==> config.mk <==
export PLATFORM = sky130hd
export DESIGN_NAME = bsdx_exec
export DESIGN_NICKNAME = d
export VERILOG_FILES = /design/src/common/bsdx_pkg.sv /design/src/common/bsdx_alu_if.sv /design/src/hw/bsdx_alu.sv /design/src/hw/bsdx_exec.sv
export VERILOG_INCLUDE_DIRS = /design/src /design/src/common
export SDC_FILE = /design/constraint.sdc
export NUM_CORES = 1
export LEC_CHECK = 0
export BUFFER_PORTS_ARGS = -buffer_cell sky130_fd_sc_hd__buf_2
export CAP_MARGIN = 20
export CORE_ASPECT_RATIO = 0.75
export CORE_MARGIN = 8
export CORE_UTILIZATION = 40
export CTS_BUF_LIST = sky130_fd_sc_hd__clkbuf_16
export DETAILED_ROUTE_END_ITERATION = 10
export GPL_TIMING_DRIVEN = 0
export SYNTH_ARGS = -nofsm -noshare
export SYNTH_HDL_FRONTEND = slang
export SYNTH_SLANG_ARGS = --single-unit
export TNS_END_PERCENT = 20
==> constraint.sdc <==
create_clock -name clock_in -period 1.3 [get_ports clock_in]
set_input_delay 0 -clock clock_in [delete_from_list [all_inputs] [get_ports clock_in]]
set_output_delay 0 -clock clock_in [all_outputs]
set_load 0.01 [all_outputs]
==> src/common/bsdx_consts.svh <==
// constants for the borrow-subtract / decrement-skip execution block
// assumes 8-bit accumulator and data memory bytes
`ifndef BSDX_CONSTS_SVH
`define BSDX_CONSTS_SVH
`define BSDX_FILL_VALUE 8'hFF
`define BSDX_ONE 8'h01
`define BSDX_ZERO 8'h00
`define BSDX_SKIP_CYCLES 2'h2
`define BSDX_FLAG_OV 3
`define BSDX_FLAG_Z 2
`define BSDX_FLAG_AC 1
`define BSDX_FLAG_C 0
`define BSDX_FLAGS_RESET 4'h0
`endif

==> src/common/bsdx_pkg.sv <==
// types for the borrow-subtract / decrement-skip execution block
// assumes the opcode decode happens upstream
package bsdx_pkg;
    typedef enum logic [2:0] {
        BSDX_OP_NONE = 3'h0,
        BSDX_OP_SUB_BORROW_TO_MEM = 3'h1,
        BSDX_OP_DEC_MEM_SKIP_IF_NULL = 3'h2,
        BSDX_OP_DEC_TO_ACC_SKIP_IF_NULL = 3'h3,
        BSDX_OP_FILL_MEM = 3'h4
    } bsdx_op_e;
    typedef enum logic [1:0] {
        BSDX_ST_RUN = 2'b01,
        BSDX_ST_DUMMY = 2'b10
    } bsdx_state_e;
endpackage

==> src/common/bsdx_alu_if.sv <==
// carries operands and results between the executer and its alu
// assumes one clock domain; purely combinational path
`timescale 1ns/1ps
`default_nettype none
interface bsdx_alu_if;
    logic [7:0] acc;
    logic [7:0] mem;
    logic carry;
    logic [7:0] diff;
    logic [7:0] dec;
    logic borrow_n;
    logic half_borrow_n;
    logic range_fault;
    modport exec (output acc, mem, carry,
                  input diff, dec, borrow_n, half_borrow_n, range_fault);
    modport alu (input acc, mem, carry,
                 output diff, dec, borrow_n, half_borrow_n, range_fault);
endinterface
`default_nettype wire

==> src/hw/bsdx_alu.sv <==
// subtract-with-borrow and decrement arithmetic
// assumes operands are stable during the cycle
`timescale 1ns/1ps
`default_nettype none
`include "bsdx_consts.svh"
module bsdx_alu (
    bsdx_alu_if.alu io
);
    wire [8:0] full_diff;
    wire [4:0] low_diff;
    wire borrow_in;
    // an inverted carry is the borrow into bit 0
    assign borrow_in = ~io.carry;
    assign full_diff = {1'b0, io.acc} - {1'b0, io.mem} - {8'h00, borrow_in};
    assign low_diff = {1'b0, io.acc[3:0]} - {1'b0, io.mem[3:0]}
                      - {4'h0, borrow_in};
    assign io.diff = full_diff[7:0];
    assign io.borrow_n = ~full_diff[8];
    assign io.half_borrow_n = ~low_diff[4];
    assign io.range_fault = (io.acc[7] ^ io.mem[7]) & (io.acc[7] ^ io.diff[7]);
    assign io.dec = io.mem - `BSDX_ONE;
endmodule // bsdx_alu
`default_nettype wire

==> src/hw/bsdx_exec.sv <==
// execution stage for borrow-subtract, decrement-skip and fill
// assumes decoded op with memory byte read and valid in same cycle
// Notes on behaviour
// - sub_borrow_to_mem stores acc minus memory minus inverted carry.
// - after it, carry is 0 when the result went negative, else 1.
// - it updates signed_range_fault, zero, half_borrow_bit, carry only.
// - dec_mem_skip_if_null stores memory minus one, skips on zero.
// - a skip adds a dummy cycle so the instruction takes two cycles.
// - dec_mem_skip_if_null leaves every status bit as it was.
// - dec_to_acc_skip_if_null loads acc with memory minus one, skips on 0.
// - dec_to_acc_skip_if_null leaves every status bit as it was.
// - fill memory writes FFH into the addressed byte.
`timescale 1ns/1ps
`default_nettype none
`include "bsdx_consts.svh"
module bsdx_exec
    import bsdx_pkg::*;
(
    // clock and reset
    input wire logic clock_in,
    input wire logic rstn_in,
    // decoded instruction and operands
    input wire logic op_valid_in,
    input wire logic [2:0] op_in,
    input wire logic [7:0] mem_rdata_in,
    // results
    output logic mem_we_out,
    output logic [7:0] mem_wdata_out,
    output logic [7:0] acc_out,
    output logic [3:0] flags_out,
    output logic skip_out,
    output logic busy_out
);
    logic rst_meta_r;
    logic rstn_r;
    always_ff @(posedge clock_in or negedge rstn_in) begin
        if (!rstn_in) begin
            rst_meta_r <= 1'b0;
            rstn_r <= 1'b0;
        end else begin
            rst_meta_r <= 1'b1;
            rstn_r <= rst_meta_r;
        end
    end

    bsdx_alu_if alu_bus();
    bsdx_alu u_alu (
        .io(alu_bus)
    );

    bsdx_state_e state_r;
    bsdx_state_e state_nxt;
    logic [7:0] acc_r;
    logic [3:0] flags_r;
    logic mem_we_r;
    logic [7:0] mem_wdata_r;
    logic skip_r;
    logic busy_r;

    wire take;
    wire is_sub;
    wire is_dsk;
    wire is_dacc;
    wire is_fill;
    wire dec_null;
    wire want_skip;
    wire [3:0] sub_flags;

    // ops arriving during the dummy cycle are refused; the fetch stage stalls
    assign take = op_valid_in && (state_r == BSDX_ST_RUN);
    assign is_sub = take && (op_in == BSDX_OP_SUB_BORROW_TO_MEM);
    assign is_dsk = take && (op_in == BSDX_OP_DEC_MEM_SKIP_IF_NULL);
    assign is_dacc = take && (op_in == BSDX_OP_DEC_TO_ACC_SKIP_IF_NULL);
    assign is_fill = take && (op_in == BSDX_OP_FILL_MEM);
    assign alu_bus.acc = acc_r;
    assign alu_bus.mem = mem_rdata_in;
    assign alu_bus.carry = flags_r[`BSDX_FLAG_C];
    assign dec_null = (alu_bus.dec == `BSDX_ZERO);
    assign want_skip = (is_dsk || is_dacc) && dec_null;
    assign sub_flags = {alu_bus.range_fault,
                        alu_bus.diff == `BSDX_ZERO,
                        alu_bus.half_borrow_n,
                        alu_bus.borrow_n};

    always_comb begin
        state_nxt = BSDX_ST_RUN;
        unique case (state_r)
            BSDX_ST_RUN: begin
                if (want_skip) begin
                    state_nxt = BSDX_ST_DUMMY;
                end
            end
            BSDX_ST_DUMMY: begin
                state_nxt = BSDX_ST_RUN;
            end
            default: begin
                state_nxt = BSDX_ST_RUN;
            end
        endcase
    end

    always_ff @(posedge clock_in or negedge rstn_r) begin
        if (!rstn_r) begin
            state_r <= BSDX_ST_RUN;
            acc_r <= `BSDX_ZERO;
            flags_r <= `BSDX_FLAGS_RESET;
            mem_we_r <= 1'b0;
            mem_wdata_r <= `BSDX_ZERO;
            skip_r <= 1'b0;
            busy_r <= 1'b0;
        end else begin
            state_r <= state_nxt;
            mem_we_r <= is_sub || is_dsk || is_fill;
            mem_wdata_r <= is_fill ? `BSDX_FILL_VALUE :
                           is_sub ? alu_bus.diff : alu_bus.dec;
            if (is_dacc) begin
                acc_r <= alu_bus.dec;
            end
            // only the subtract touches flags; decrements leave them alone
            if (is_sub) begin
                flags_r <= sub_flags;
            end
            skip_r <= want_skip;
            busy_r <= (state_nxt == BSDX_ST_DUMMY);
        end
    end

    assign mem_we_out = mem_we_r;
    assign mem_wdata_out = mem_wdata_r;
    assign acc_out = acc_r;
    assign flags_out = flags_r;
    assign skip_out = skip_r;
    // a flop copy of the dummy state keeps the output free of decode glitches
    assign busy_out = busy_r;
endmodule // bsdx_exec
`default_nettype wire

Yosys cells after proc, flatten, opt, wreduce, memory -nomap -nowiden. Cells that the tools add are included. Widths: inputs -> output; s select.

$add $sub $neg: 5. Bitwise logic cells: 6. Multiplexer cells: 4. Equality and inequality tests: 6. Reduce and logical (&&, ||, !) cells: 11.

Operators by type and width (count): $logic_not 8->1 (2); $mux 8 (2); $sub 8x8->9 (1); $sub 9x1->9 (1); $sub 8x1->8 const B (1); $eq 3x2->1 const B (2); $logic_and 1x1->1 (6); $sub 4x4->5 (1); $sub 5x1->5 (1); $mux 2 (2); $eq 3x1->1 const B (1); $eq 3x3->1 const B (1); $logic_or 1x1->1 (3); $not 1->1 (3); $eq 2x1->1 const B (1); $eq 2x2->1 const B (1); $xor 1x1->1 (2); $and 1x1->1 (1).

Input port bits: 14. Logic and storage cells: 41. Flip-flop bits (word level): 27. Output and inout port bits: 23.

Longest topological paths before layout.
Word-level depth: 8. Depth in mapped cells: 9. Mapped depth without buffers: 9.

By module. A second synthesis with hierarchy kept.

Cell total of the unflattened synthesis: 180. Area total of the unflattened synthesis: 1858.0 um2.

By module, submodules not included: bsdx_exec (area each 1134.8 um2, times used 1, cells an instance 80, seq. area each 651.9 um2); bsdx_alu (area each 723.2 um2, times used 1, cells an instance 100, seq. area each 0.0 um2).

Least setup slack after synthesis. OpenSTA, ideal clock, no wires.

Path kind: register -> register. From: register acc_r[0], in the netlist acc_out[0]. To: register flags_r[2], in the netlist flags_out[2]. Buffers on the path: 0. Data required time: 1.234 ns. Data arrival time: 2.339 ns. Clock period less this slack: 2.405 ns. Cell stages (with the launch flop): 10. Slack: -1.105 ns. Cells stage by stage: dfrtp_1 > inv_1 > fa_1 > inv_1 > fa_1 > nand2b_1 > a2111o_1 > a21o_1 > a2111oi_4 > a22o_1.

Longest elaborated chain between the ends: 3.

Ends and longest elaborated chain: start: declaration (line bsdx_exec.sv:53) `logic [7:0] acc_r;`; start signal: assignment (line bsdx_exec.sv:105) `` acc_r <= `BSDX_ZERO; ``; start signal: assignment (line bsdx_exec.sv:117) `acc_r <= alu_bus.dec;`; $sub 8x8->9 (line bsdx_alu.sv:14) `assign full_diff = {1'b0, io.acc} - {1'b0, io.mem} - {8'h00, borrow_in};`; $sub 9x1->9 (line bsdx_alu.sv:14); $logic_not 8->1 (no line); end signal: assignment (line bsdx_exec.sv:106) `` flags_r <= `BSDX_FLAGS_RESET; ``; end signal: assignment (line bsdx_exec.sv:121) `flags_r <= sub_flags;`; end: declaration (line bsdx_exec.sv:54) `logic [3:0] flags_r;`.

No other way between the ends. A chain may end at the register's enable or synchronous reset.

Final worst setup path.
From: register acc_r[0], in the netlist acc_out[0]. To: register flags_r[0], in the netlist flags_out[0].

Longest elaborated chain between the ends: 3.

Ends and longest elaborated chain: $sub 8x8->9 (line bsdx_alu.sv:14); $sub 9x1->9 (line bsdx_alu.sv:14); $not 1->1 (line bsdx_alu.sv:18) `assign io.borrow_n = ~full_diff[8];`.

No other way between the ends.

==> flow_metrics.py <==
metrics = {
    "status": {
        "status": "finished, violations left",
        "failed_checks": "setup timing",
    },
    "die": {
        "dieWidth_um": 91.2,
        "die_height_um": 72.4,
        "core_region_area_sq_mm": 0.00405,
        "initial_utilization_pct": 41.9,
        "ios": 37,
        "die_area_sq_mm": 0.00661,
        "rows": 20,
    },
    "timing": {
        "max_freq_mhz": 419,
        "setup_violations": 24,
        "postLayoutSetupSlackWorst_ps": -1090,
        "finalHoldViolCount": 0,
        "max_slew_margin_pct": 39.2,
        "slew_viol_final": 0,
        "finalCritPeriodShare_pct": 184,
        "fin_crit_ps": 2390,
        "rsz0062_at_grt": "yes",
        "finalClockSkew_ps": 4.32,
        "worst_pin_slew_ps": 912,
    },
    "clock_tree": {
        "clkSinkCount": 26,
        "cts_root_buf": "clkbuf_16",
        "cts_buffers": 3,
        "htree_levels": 1,
        "clock_latency_ps": 260,
        "cts_tree": "done",
        "clockBufferDepth": 2,
        "clkTransAtPathRegs_ps": 60,
    },
    "worst_setup_path": {
        "r2r_cells": 10,
        "critPathArrivalTime_ps": 2530,
        "worstPathCellList": "inv_2 > fa_2 > inv_2 > fa_2 > nand2b_4 > a2111o_1 > buf_6 > a41oi_2 > xnor2_1 > mux2_4",
        "cp.required_ps": 1450,
        "worstPathMaxFanout": 2,
        "critical_path_class": "reg -> reg",
        "cp-start-kind": "register",
        "endpoint_kind": "register",
        "max_stage_delay_ps": 440,
        "cp_slowest_cell": "a2111o_1",
    },
    "worst_hold_path": {
        "min_path_cells": 2,
        "min_path_type": "in -> reg",
    },
    "logic_synthesis": {
        "synth-seq-cells": 26,
        "ys_seq_area_share_pct": 38.4,
        "synth_area_sq_mm": 0.00170,
        "ys.warnings.count": 0,
        "synth_area_per_cell_sq_um": 9.28,
        "yosysUniqueCellTypes": 41,
        "syn_inst": 183,
        "synth.net_count": 215,
    },
    "route": {
        "drc": 0,
        "drtIter0Drc": 61,
        "drtPass1Iterations": 4,
        "routed-via-count": 1437,
        "wl_per_cell_um": 14.8,
        "finalWirelength_mm": 4.24,
        "drt.antenna.violating_nets": 0,
        "viasPerCell": 5.02,
    },
    "power": {
        "pwr-share-clk_pct": 23.1,
        "swShare_pct": 36.3,
        "peakVddDrop_mv": 0.652,
        "p_leak_nw": 1.11,
        "power.density_mw_per_mm2": 1640,
        "p_total_mw": 3.81,
        "switchingPower_mw": 1.38,
        "seqPwrFrac_pct": 27.0,
        "intPower_mw": 2.43,
        "pwr-share-comb_pct": 49.9,
    },
    "global_routing": {
        "antenna_found_initial": 0,
        "grt_first_pass_wirelength_mm": 7.29,
        "grt.overflow.total": 0,
        "grt_max_degree": 25,
        "first_global_vias": 1455,
        "gr-usage-all-layers_pct": 13.5,
    },
    "final_layout": {
        "final_cell_mix": "buf_2 (36), dfrtp_1 (25), nand2_1 (22)",
        "area_growth_pct": 36.8,
        "drive_gt1_share_pct": 38.1,
        "layout.cells.most_common": "buf_2",
        "nets": 264,
        "diodes": 0,
    },
    "placement": {
        "io_buffers": 36,
        "pre_cts_ws_ps": -1120,
        "hpwl_mm": 3.36,
        "gp_congestion": 0.837,
    },
    "job": {
        "maxCapViolCount": 0,
    },
}
[power by group through the flow]
stage | registers, mW | clock network (mW) | logic (mW)
CTS | 1.03 | 0.906 | 1.72
floorplan | 1.08 | 0 | 0.984
global route | 1.05 | 0.945 | 2.10
detailed placement | 1.05 | 0 | 1.42
global placement | 1.04 | 0 | 1.41
finish | 1.03 | 0.881 | 1.90
[worst paths after layout]
path	from	endpoint	slack [ps]
max	acc_out[0]	flags_out[0]	-1090
min	mem_rdata_in[0]	acc_out[0]	30
max reg2reg	acc_out[0]	flags_out[0]	-1090
min reg2reg	rst_meta_r	rstn_r	360
max in group asynchronous	rstn_r	mem_wdata_out[3]	360
min in group asynchronous	rstn_in	rst_meta_r	50
[critical path, delay by kind of cell, from the launching register on]
kind,cells,cell delay [ps]
muxes,1,270
buffers and inverters,3,250
AOI/OAI and AO/OA,2,580
xor gates and xnor gates,1,110
adders and majority gates,2,520
and+or+nand+nor,1,150
DFF,1,390
[through the flow]
stage | util (%) | hold slack [ps] | std cells | cell area [sq um] | setup TNS (ps)
after global placement | 48.4 | -212 | 274 | 1960 | -13210
after floorplan | - | -296 | 183 | 1710 | -8630
final | 57.3 | 26.9 | 286 | 2320 | -9840
after global routing | 57.3 | 57.0 | 286 | 2320 | -11890
after detailed placement | 48.4 | -212 | 274 | 1960 | -13170
after CTS | 55.3 | 35.0 | 283 | 2240 | -9610
[metal layers]
metal	global-route usage, %	wire [um]	up-vias
li1	-	-	723
met1	18.8	2170	677
met2	19.7	1800	35
met3	4.23	254	2
met4	3.25	19	0
met5	0	0	-
[final cells by class]
type | instances | area (sq um)
tap | 55 | 68.8
timing repair buffer | 44 | 250
buffer | 4 | 41.3
fill | 375 | 1730
clock inverter | 1 | 30.0
clock buffer | 3 | 75.1
multi-input combinational | 130 | 1120
sequential | 26 | 652
inverter | 23 | 86.3
[Yosys cell counts, drive strengths merged]
library cell | instances | area [sq um]
conb | 1 | 3.75
nand2 | 22 | 82.6
and4 | 2 | 17.5
o21a | 1 | 7.51
a21oi | 5 | 25.0
xor2 | 6 | 52.6
o211ai | 5 | 37.5
nand3b | 2 | 18.8
a2111o | 1 | 11.3
nand3 | 6 | 30.0
xnor2 | 6 | 52.6
nand2b | 4 | 25.0
ha | 16 | 200
o31ai | 2 | 15.0
a41oi | 1 | 8.76
clkbuf | 3 | 11.3
mux2 | 2 | 22.5
o2111ai | 1 | 8.76
a22o | 1 | 8.76
or4 | 1 | 11.3
a2111oi | 1 | 27.5
a311oi | 1 | 8.76
dfstp | 1 | 26.3
dfrtp | 25 | 626
and3b | 1 | 8.76
nor2 | 11 | 41.3
fa | 2 | 40.0
and4bb | 1 | 12.5
nor4bb | 1 | 10.0
nor4 | 2 | 12.5
o21ai | 15 | 75.1
nor3 | 2 | 10.0
and2 | 2 | 12.5
nand4 | 1 | 6.26
a211oi | 1 | 7.51
inv | 23 | 86.3
buf | 1 | 7.51
nor2b | 1 | 6.26
a21o | 3 | 22.5
[sequential cells by signal (all words and copies together), names as in the netlist]
| register | count |
|---|---|
| busy_out | 1 |
| acc_out | 8 |
| flags_out | 4 |
| state_r | 1 |
| rstn_r | 1 |
| mem_we_out | 1 |
| skip_out | 1 |
| rst_meta_r | 1 |
| mem_wdata_out | 8 |
[cell families after synthesis]
group / Yosys count / share of synthesized area [%]
mux: 2 / 1.33
other cells: 1 / 0.221
fa+ha+maj: 18 / 14.1
flops: 26 / 38.4
xor+xnor: 12 / 6.19
buf+inv: 27 / 6.19
compound gates: 38 / 15.5
simple gates: 59 / 18.0
[repair_timing]
action	CTS	global route
pin swaps	14	10
hold buffers	1	0
gates cloned	0	0
gates resized for setup	37	17
buffers inserted	4	3
setup endpoints to repair	24	24
endpoints found under the hold margin	2	0
Power figures use the tool's default switching activity.
